### src/common/slow_clock_pkg.sv
package slow_clock_pkg;
  // register offsets (printed offsets are not all multiples of four: index, byte address = 4 * index)
  localparam logic [7:0] IDX_OSC_CONTROL_0 = 8'hE0;
  localparam logic [7:0] IDX_SLOW_OSC_TRIM = 8'hE9;
  localparam logic [7:0] IDX_CRYSTAL_OSC_TRIM = 8'hEB;
  localparam logic [7:0] IDX_SLOW_STATUS = 8'hF0;
  localparam logic [9:0] ADDR_OSC_CONTROL_0 = {IDX_OSC_CONTROL_0, 2'b00};
  localparam logic [9:0] ADDR_SLOW_OSC_TRIM = {IDX_SLOW_OSC_TRIM, 2'b00};
  localparam logic [9:0] ADDR_CRYSTAL_OSC_TRIM = {IDX_CRYSTAL_OSC_TRIM, 2'b00};
  localparam logic [9:0] ADDR_SLOW_STATUS = {IDX_SLOW_STATUS, 2'b00};
  // osc_control_0 fields
  localparam int SLOW_SOURCE_SELECT_BIT = 7;
  localparam int PLL_MODE_BIT = 6;
  localparam int SLEEP_LSB = 3;
  localparam int CPU_LSB = 0;
  localparam logic [7:0] OSC_CONTROL_0_RESET = 8'h00;
  localparam logic [7:0] OSC_CONTROL_0_WMASK = 8'hDF;
  // trim register layouts
  localparam logic [7:0] SLOW_TRIM_WMASK = 8'h7F;
  localparam logic [7:0] CRYSTAL_TRIM_WMASK = 8'hCF;
  localparam logic [7:0] SLOW_TRIM_FACTORY = 8'h20;
  localparam logic [7:0] CRYSTAL_TRIM_FACTORY = 8'h05;
  // status bits
  localparam int STAT_CRYSTAL_ACTIVE_BIT = 0;
  localparam int STAT_SWITCH_PENDING_BIT = 1;
  // pll figures
  localparam real PLL_REF_KHZ = 32.768;
  localparam real PLL_OUT_MHZ = 23.986;
  localparam int PLL_MULTIPLIER = 732;
  // switch states
  typedef enum logic [2:0] {
    SW_SLOW_OSC = 3'b001,
    SW_PENDING = 3'b010,
    SW_CRYSTAL = 3'b100
  } switch_state_t;
endpackage

### src/common/switch_if.sv
interface switch_if;
  logic selectReq;
  logic terminalCount;
  logic crystalActive;
  logic pending;
  modport ctrl (output selectReq, output terminalCount, input crystalActive, input pending);
  modport mux (input selectReq, input terminalCount, output crystalActive, output pending);
endinterface

### src/rtl/slow_clock_source_switch.sv
// Notes on behaviour
// - after reset the slow clock bus comes from the slow internal oscillator
// - bit 7 of osc_control_0 requests the crystal; cleared at reset
// - slow internal oscillator keeps running and sourcing until switchover
// - switchover happens at sleep timer terminal count, interrupt enable irrelevant
// - crystal trim loads a factory value at reset and never alters frequency
// - pll from a 32.768 kHz crystal gives 23.986 MHz system clock
// - pll enabled only once crystal is the active source
module slow_clock_source_switch
  import slow_clock_pkg::*;
(
  input wire logic clk,
  input wire logic reset,
  input wire logic psel,
  input wire logic penable,
  input wire logic pwrite,
  input wire logic [9:0] paddr,
  input wire logic [31:0] pwdata,
  output logic [31:0] prdata,
  output logic pready,
  output logic pslverr,
  input wire logic sleepTerminalCount,
  output logic crystalSelected,
  output logic slowOscEnable,
  output logic pllEnable,
  output logic [1:0] sleepPeriod,
  output logic [2:0] cpuSpeed,
  output logic [5:0] slowOscTrimValue,
  output logic [7:0] crystalTrimValue
);
  logic [7:0] oscControl0_reg, oscControl0_next;
  logic [7:0] slowOscTrim_reg, slowOscTrim_next;
  logic [7:0] crystalOscTrim_reg, crystalOscTrim_next;
  logic [31:0] prdata_reg, prdata_next;
  logic pready_reg, pready_next;
  logic pslverr_reg, pslverr_next;
  logic crystalSel_reg, crystalSel_next;
  logic pllEn_reg, pllEn_next;
  logic slowOscEn_reg, slowOscEn_next;
  logic access;
  switch_if sw ();

  function automatic logic [7:0] merge(input logic [7:0] old, input logic [7:0] wd, input logic [7:0] mask);
    merge = (old & ~mask) | (wd & mask);
  endfunction

  function automatic logic known_addr(input logic [9:0] a);
    known_addr = (a == ADDR_OSC_CONTROL_0) || (a == ADDR_SLOW_OSC_TRIM) ||
      (a == ADDR_CRYSTAL_OSC_TRIM) || (a == ADDR_SLOW_STATUS);
  endfunction

  // one wait state: answer in the cycle after the first access cycle
  assign access = psel && penable && !pready_reg;

  // register file next values
  always_comb begin
    oscControl0_next = oscControl0_reg;
    slowOscTrim_next = slowOscTrim_reg;
    crystalOscTrim_next = crystalOscTrim_reg;
    prdata_next = 32'h0000_0000;
    pready_next = access;
    pslverr_next = access && !known_addr(paddr);
    if (access && pwrite) begin
      case (paddr)
        ADDR_OSC_CONTROL_0: oscControl0_next = merge(oscControl0_reg, pwdata[7:0], OSC_CONTROL_0_WMASK);
        ADDR_SLOW_OSC_TRIM: slowOscTrim_next = merge(slowOscTrim_reg, pwdata[7:0], SLOW_TRIM_WMASK);
        // trim only stored; it never feeds the crystal frequency path
        ADDR_CRYSTAL_OSC_TRIM: crystalOscTrim_next = merge(crystalOscTrim_reg, pwdata[7:0], CRYSTAL_TRIM_WMASK);
        default: ;
      endcase
    end
    if (access && !pwrite) begin
      case (paddr)
        ADDR_OSC_CONTROL_0: prdata_next = {24'h00_0000, oscControl0_reg[7], pllEn_reg, oscControl0_reg[5:0]};
        ADDR_SLOW_OSC_TRIM: prdata_next = {24'h00_0000, slowOscTrim_reg};
        ADDR_CRYSTAL_OSC_TRIM: prdata_next = {24'h00_0000, crystalOscTrim_reg};
        ADDR_SLOW_STATUS: prdata_next = {30'h0000_0000, sw.pending, sw.crystalActive};
        default: prdata_next = 32'h0000_0000;
      endcase
    end
  end

  always_ff @(posedge clk) begin
    if (reset) begin
      oscControl0_reg <= OSC_CONTROL_0_RESET;
      slowOscTrim_reg <= SLOW_TRIM_FACTORY;
      crystalOscTrim_reg <= CRYSTAL_TRIM_FACTORY;
      prdata_reg <= 32'h0000_0000;
      pready_reg <= 1'b0;
      pslverr_reg <= 1'b0;
    end else begin
      oscControl0_reg <= oscControl0_next;
      slowOscTrim_reg <= slowOscTrim_next;
      crystalOscTrim_reg <= crystalOscTrim_next;
      prdata_reg <= prdata_next;
      pready_reg <= pready_next;
      pslverr_reg <= pslverr_next;
    end
  end

  // the switch sees the request and the timer wrap; interrupt enable plays no part
  assign sw.selectReq = oscControl0_reg[SLOW_SOURCE_SELECT_BIT];
  assign sw.terminalCount = sleepTerminalCount;

  slow_source_switch u_switch (
    .clk(clk),
    .reset(reset),
    .sw(sw)
  );

  // output flops: pll gated until crystal is active, so a premature enable waits
  always_comb begin
    crystalSel_next = sw.crystalActive;
    pllEn_next = oscControl0_reg[PLL_MODE_BIT] && sw.crystalActive;
    slowOscEn_next = !(crystalSel_next && slowOscTrim_next[6]); // registered so the pin never glitches
  end

  always_ff @(posedge clk) begin
    if (reset) begin
      crystalSel_reg <= 1'b0;
      pllEn_reg <= 1'b0;
      slowOscEn_reg <= 1'b1;
    end else begin
      crystalSel_reg <= crystalSel_next;
      pllEn_reg <= pllEn_next;
      slowOscEn_reg <= slowOscEn_next;
    end
  end

  assign prdata = prdata_reg;
  assign pready = pready_reg;
  assign pslverr = pslverr_reg;
  assign crystalSelected = crystalSel_reg;
  // slow oscillator stays on until crystal takes over, then honours its disable bit
  assign slowOscEnable = slowOscEn_reg;
  assign pllEnable = pllEn_reg;
  assign sleepPeriod = oscControl0_reg[SLEEP_LSB +: 2];
  assign cpuSpeed = oscControl0_reg[CPU_LSB +: 3];
  assign slowOscTrimValue = slowOscTrim_reg[5:0];
  assign crystalTrimValue = crystalOscTrim_reg;

  // reset leaves the slow oscillator in charge and the factory trims loaded
  a_reset_slow_src: assert property (@(posedge clk) disable iff (reset) $past(reset) |-> !crystalSelected)
    else $error("crystal selected right after reset");
  a_trim_reset_val: assert property (@(posedge clk) disable iff (reset)
    $past(reset) |-> crystalTrimValue == CRYSTAL_TRIM_FACTORY)
    else $error("crystal trim not factory value");
  a_control_reset_val: assert property (@(posedge clk) disable iff (reset)
    $past(reset) |-> oscControl0_reg == OSC_CONTROL_0_RESET)
    else $error("control register not cleared by reset");

  // the source only moves on a terminal count, in either direction
  a_sel_needs_tc: assert property (@(posedge clk) disable iff (reset)
    $rose(sw.crystalActive) |-> $past(sleepTerminalCount) && $past(sw.selectReq))
    else $error("switch without terminal count");
  a_back_needs_tc: assert property (@(posedge clk) disable iff (reset)
    $fell(sw.crystalActive) |-> $past(sleepTerminalCount) && !$past(sw.selectReq))
    else $error("switch back without terminal count");
  a_pending_from_req: assert property (@(posedge clk) disable iff (reset)
    (!sw.crystalActive && !sw.pending && sw.selectReq) |=> sw.pending)
    else $error("crystal request not taken");
  a_pending_holds: assert property (@(posedge clk) disable iff (reset)
    (sw.pending && sw.selectReq && !sleepTerminalCount) |=> !sw.crystalActive)
    else $error("switched while pending");
  a_status_exclusive: assert property (@(posedge clk) disable iff (reset)
    !(sw.pending && sw.crystalActive))
    else $error("pending and active together");
  a_sel_tracks_state: assert property (@(posedge clk) disable iff (reset)
    sw.crystalActive |=> crystalSelected)
    else $error("select output lags");

  // pll and slow oscillator enables follow the active source
  a_pll_after_xtal: assert property (@(posedge clk) disable iff (reset)
    pllEnable |-> crystalSelected)
    else $error("pll on before crystal active");
  a_pll_gated: assert property (@(posedge clk) disable iff (reset)
    !sw.crystalActive |=> !pllEnable)
    else $error("pll enabled without crystal source");
  a_pll_follows_mode: assert property (@(posedge clk) disable iff (reset)
    (sw.crystalActive && oscControl0_reg[PLL_MODE_BIT]) |=> pllEnable)
    else $error("pll mode not applied");
  a_slow_osc_runs: assert property (@(posedge clk) disable iff (reset)
    !crystalSelected |-> slowOscEnable)
    else $error("slow oscillator stopped early");
  a_slow_osc_off: assert property (@(posedge clk) disable iff (reset)
    (crystalSelected && slowOscTrim_reg[6]) |-> !slowOscEnable)
    else $error("slow oscillator disable ignored");

  // register bus writes and answer shape
  a_xtal_bit_write: assert property (@(posedge clk) disable iff (reset)
    (access && pwrite && paddr == ADDR_OSC_CONTROL_0) |=> oscControl0_reg[7] == $past(pwdata[7]))
    else $error("select bit not stored");
  a_trim_stays_put: assert property (@(posedge clk) disable iff (reset)
    !(access && pwrite && paddr == ADDR_CRYSTAL_OSC_TRIM) |=> $stable(crystalOscTrim_reg))
    else $error("crystal trim changed without a write");
  a_bad_write_ignored: assert property (@(posedge clk) disable iff (reset)
    (access && !known_addr(paddr)) |=> $stable(oscControl0_reg) && $stable(slowOscTrim_reg))
    else $error("unmapped access changed a register");
  a_apb_answer: assert property (@(posedge clk) disable iff (reset)
    (psel && penable && !pready) |=> pready)
    else $error("apb answer late");
  a_ready_one_cycle: assert property (@(posedge clk) disable iff (reset)
    pready |=> !pready)
    else $error("pready held too long");
  a_err_with_ready: assert property (@(posedge clk) disable iff (reset)
    pslverr |-> pready)
    else $error("pslverr without pready");
  a_rdata_idle_zero: assert property (@(posedge clk) disable iff (reset)
    !pready |-> prdata == 32'h0000_0000)
    else $error("read data outside answer cycle");

  // main scenarios
  c_switch_done: cover property (@(posedge clk) $rose(crystalSelected));
  c_pll_on: cover property (@(posedge clk) $rose(pllEnable));
  c_back_to_slow: cover property (@(posedge clk) $fell(crystalSelected));
  c_bad_addr: cover property (@(posedge clk) pslverr);
  c_cancel: cover property (@(posedge clk) $fell(sw.pending) && !sw.crystalActive);
endmodule

### src/rtl/slow_source_switch.sv
module slow_source_switch
  import slow_clock_pkg::*;
(
  input wire logic clk,
  input wire logic reset,
  switch_if.mux sw
);
  switch_state_t state_reg, state_next;

  // next state: selection only changes on a terminal count
  always_comb begin
    state_next = state_reg;
    case (state_reg)
      SW_SLOW_OSC: if (sw.selectReq) state_next = SW_PENDING;
      SW_PENDING: begin
        if (!sw.selectReq) state_next = SW_SLOW_OSC;
        else if (sw.terminalCount) state_next = SW_CRYSTAL;
      end
      SW_CRYSTAL: if (!sw.selectReq && sw.terminalCount) state_next = SW_SLOW_OSC;
      default: state_next = SW_SLOW_OSC;
    endcase
  end

  always_ff @(posedge clk) begin
    if (reset) state_reg <= SW_SLOW_OSC;
    else state_reg <= state_next;
  end

  assign sw.crystalActive = (state_reg == SW_CRYSTAL);
  assign sw.pending = (state_reg == SW_PENDING);

  a_switch_waits_tc: assert property (@(posedge clk) disable iff (reset)
    (state_reg == SW_PENDING && !sw.terminalCount) |=> state_reg != SW_CRYSTAL)
    else $error("crystal selected without terminal count");
endmodule

### config.mk
export PLATFORM = sky130hd
export DESIGN_NAME = slow_clock_source_switch
export DESIGN_NICKNAME = d
export VERILOG_FILES = /design/src/common/slow_clock_pkg.sv /design/src/common/switch_if.sv /design/src/rtl/slow_clock_source_switch.sv /design/src/rtl/slow_source_switch.sv
export SDC_FILE = /design/constraint.sdc
export NUM_CORES = 1
export LEC_CHECK = 0
export ABC_AREA = 1
export BUFFER_PORTS_ARGS = -buffer_cell sky130_fd_sc_hd__buf_2
export CORE_MARGIN = 2
export CORE_UTILIZATION = 45
export CTS_BUF_LIST = sky130_fd_sc_hd__clkbuf_8
export CTS_CLUSTER_DIAMETER = 150
export DETAILED_ROUTE_END_ITERATION = 10
export PLACE_DENSITY = 0.81
export RECOVER_POWER = 25
export SETUP_SLACK_MARGIN = 0.15
export SYNTH_ARGS = -nofsm -noshare
export SYNTH_HDL_FRONTEND = slang
export SYNTH_SLANG_ARGS = --single-unit
export TNS_END_PERCENT = 1
### constraint.sdc
create_clock -name clk -period 2.43 [get_ports clk]
set_input_delay 0.1215 -clock clk [delete_from_list [all_inputs] [get_ports clk]]
set_output_delay 0.1215 -clock clk [all_outputs]
set_load 0.01 [all_outputs]
==> impl_metrics.env <==
export IMPL_use_met3=0.0484
export IMPL_regArea_um2=721
export IMPL_grt_pass1_wl_um=6470
export IMPL_fmax_mhz=797
export IMPL_core_area_um2=4320
export IMPL_numPortBuffers=53
export IMPL_grt_max_degree=21
export IMPL_synthTopCellsByArea="dfxtp_1 (36%), buf_4 (14%), nand2_1 (13%)"
export IMPL_pre_cts_ws_ns=1.17
export IMPL_maxCapViolations=0
export IMPL_min_path_type="in2reg"
export IMPL_cts_tree="yes"
export IMPL_synth_ff_type="dfxtp_1"
export IMPL_ys_seq_area_frac=0.360
export IMPL_viasPerCell=4.40
export IMPL_clock_skew_ns=0.00635
export IMPL_placed_cells=390
export IMPL_p_leak_nw=1.18
export IMPL_r2r_setup_slack_ns=1.17
export IMPL_yosys_area_top_type="dfxtp_1"
export IMPL_num_rows=24
export IMPL_gp_congestion=0.822
export IMPL_ys_seq_elements=36
export IMPL_area_growth_synth_to_final_pct=9.07
export IMPL_critical_path_class="reg2reg"
export IMPL_setup_worst_path_end_class="register"
export IMPL_htree_num_levels=2
export IMPL_first_pass_iters=4
export IMPL_die_area_um2=4990
export IMPL_yosys_warnings=0
export IMPL_drt_iter0_drc=105
export IMPL_io_pins=104
export IMPL_crit_fanout=11
export IMPL_min_from="pwdata[0]"
export IMPL_status="finished, final reports clean"
export IMPL_r2r_start="pready"
export IMPL_cts_setup_buffers=0
export IMPL_grt_pass1_vias=1487
export IMPL_die_x_um=70.7
export IMPL_r2r_end="crystalTrimValue[6]"
export IMPL_overflow=0
export IMPL_hold_violations=0
export IMPL_drc=0
export IMPL_setup_violations=0
export IMPL_startpoint_type="register"
export IMPL_period_needed_ns=1.26
export IMPL_min_period_over_period=0.517
export IMPL_cts_clk_slew_worst_paths_ns=0.08
export IMPL_cts_sinks=36
export IMPL_clockBufferDepth=2
export IMPL_holdBufCountCts=0
export IMPL_start_util=0.462
export IMPL_ys_types=23
export IMPL_rr_worst_depth=6
export IMPL_ctsResizeCount=0
export IMPL_root_buffer="clkbuf_8"
export IMPL_syn_area_um2=2000
export IMPL_rsz0062_at_grt="false"
export IMPL_vias=1753
export IMPL_slew_viol_final=0
export IMPL_diodes=0
export IMPL_grt_usage=0.164
export IMPL_synth_area_per_cell_um2=6.64
export IMPL_setup_tns_ns=0
export IMPL_clk_insertion_delay_late_ns=0.29
export IMPL_hold_slack_ns=0.0596
export IMPL_largest_register_ffs=8
export IMPL_synth_top_cell_area_share=0.360
export IMPL_pwr_density_cell_nw_per_um2=575
export IMPL_die_h_um=70.7
export IMPL_fin_cells=398
export IMPL_finalNetCount=393
export IMPL_min_path_cells=3
export IMPL_final_area_um2=2180
export IMPL_holdPathEnd="crystalTrimValue[0]"
export IMPL_dpl_hpwl_um=3110
export IMPL_numCtsBuffers=5
export IMPL_use_met2=0.277
export IMPL_async_flop_share=0
export IMPL_grt_busiest_layer="met2"
export IMPL_nFillCells=464
export IMPL_setup_slack_ns=1.17
export IMPL_syn_inst=301
export IMPL_gr_usage_met1=0.192
export IMPL_place_area_um2=2110
export IMPL_cp_required_ns=2.62
export IMPL_wl_um=4090
export IMPL_ir_worst_vdd_v=0.000221
export IMPL_layout_drive_gt1_share=0.205
export IMPL_antenna_found_initial=0
export IMPL_synth_edf_count=0
export IMPL_arrival_ns=1.44
export IMPL_routedWlPerCell_um=10.3
export IMPL_ant_nets=0
export IMPL_multi_input_area_um2=902
layout make-up:
cell class,count,area share
inverters,40,0.0688
multi-input cells,208,0.414
clock buffers,5,0.0316
flip-flops and latches,36,0.330
clock inverters,3,0.00861
well taps,52,0.0298
repair buffers,54,0.117
worst max-delay path, cell delays in order (launching register included):
cell	delay [ns]
dfxtp_1	0.31
nor2_1	0.14
nand2_1	0.08
inv_2	0.11
nand2_1	0.26
nor2_1	0.18
nor2_1	0.06
report_power, final:
group / internal, W / switching (W)
logic: 0.0000653 / 0.000131
clock network: 0.000200 / 0.000228
registers: 0.000615 / 0.0000157
Yosys cell counts (2+ instances only):
cell     number
nand3_1      22
buf_4        37
inv_1        33
inv_2         7
a21oi_1       2
nor2_2        3
nor3_1        3
nand2_2       6
nor2_1       62
nor2_4        5
nand3_2       2
nand2_1      71
buf_6         3
dfxtp_1      36
through the flow:
stage | total power (W) | util
floorplan | 0.000817 | -
global placement | 0.000833 | 0.488
detailed placement | 0.000838 | 0.488
CTS | 0.00126 | 0.508
global route | 0.00132 | 0.504
finish | 0.00125 | 0.504
how the worst max path moves through the flow:
stage	start	cells after the start	slack (ns)	to
after floorplan	pready	7	1.37	oscControl0_reg[0]
final	pready	6	1.17	crystalTrimValue[6]
after CTS	pready	7	1.18	crystalTrimValue[1]
after global routing	pready	7	1.05	crystalTrimValue[1]
after global placement	paddr[4]	10	1.19	crystalTrimValue[2]
after detailed placement	paddr[4]	9	1.17	crystalTrimValue[3]
metal layers:
metal,vias up,wire length (um)
li1,925,-
met1,746,1720
met2,75,1930
met3,7,360
met4,0,80
met5,-,0
cells by family after synthesis:
kind of cell           Yosys count  share of synthesized area
buffers and inverters           82                      0.235
AND/OR/NAND/NOR                177                      0.389
AO/OA/AOI/OAI                    5                     0.0138
flip-flops                      36                      0.360
other                            1                    0.00188
placed cells by master (no fill, tap or decap), types with 5 or more instances in the layout:
master,instances
nand2_1,71
nor2_1,62
buf_2,39
dfxtp_1,36
inv_1,33
conb_1,26
nand3_1,22
clkbuf_1,14
inv_2,7
nand2_2,6
nor2_4,5
clkbuf_8,5
Power figures use the tool's default switching activity.
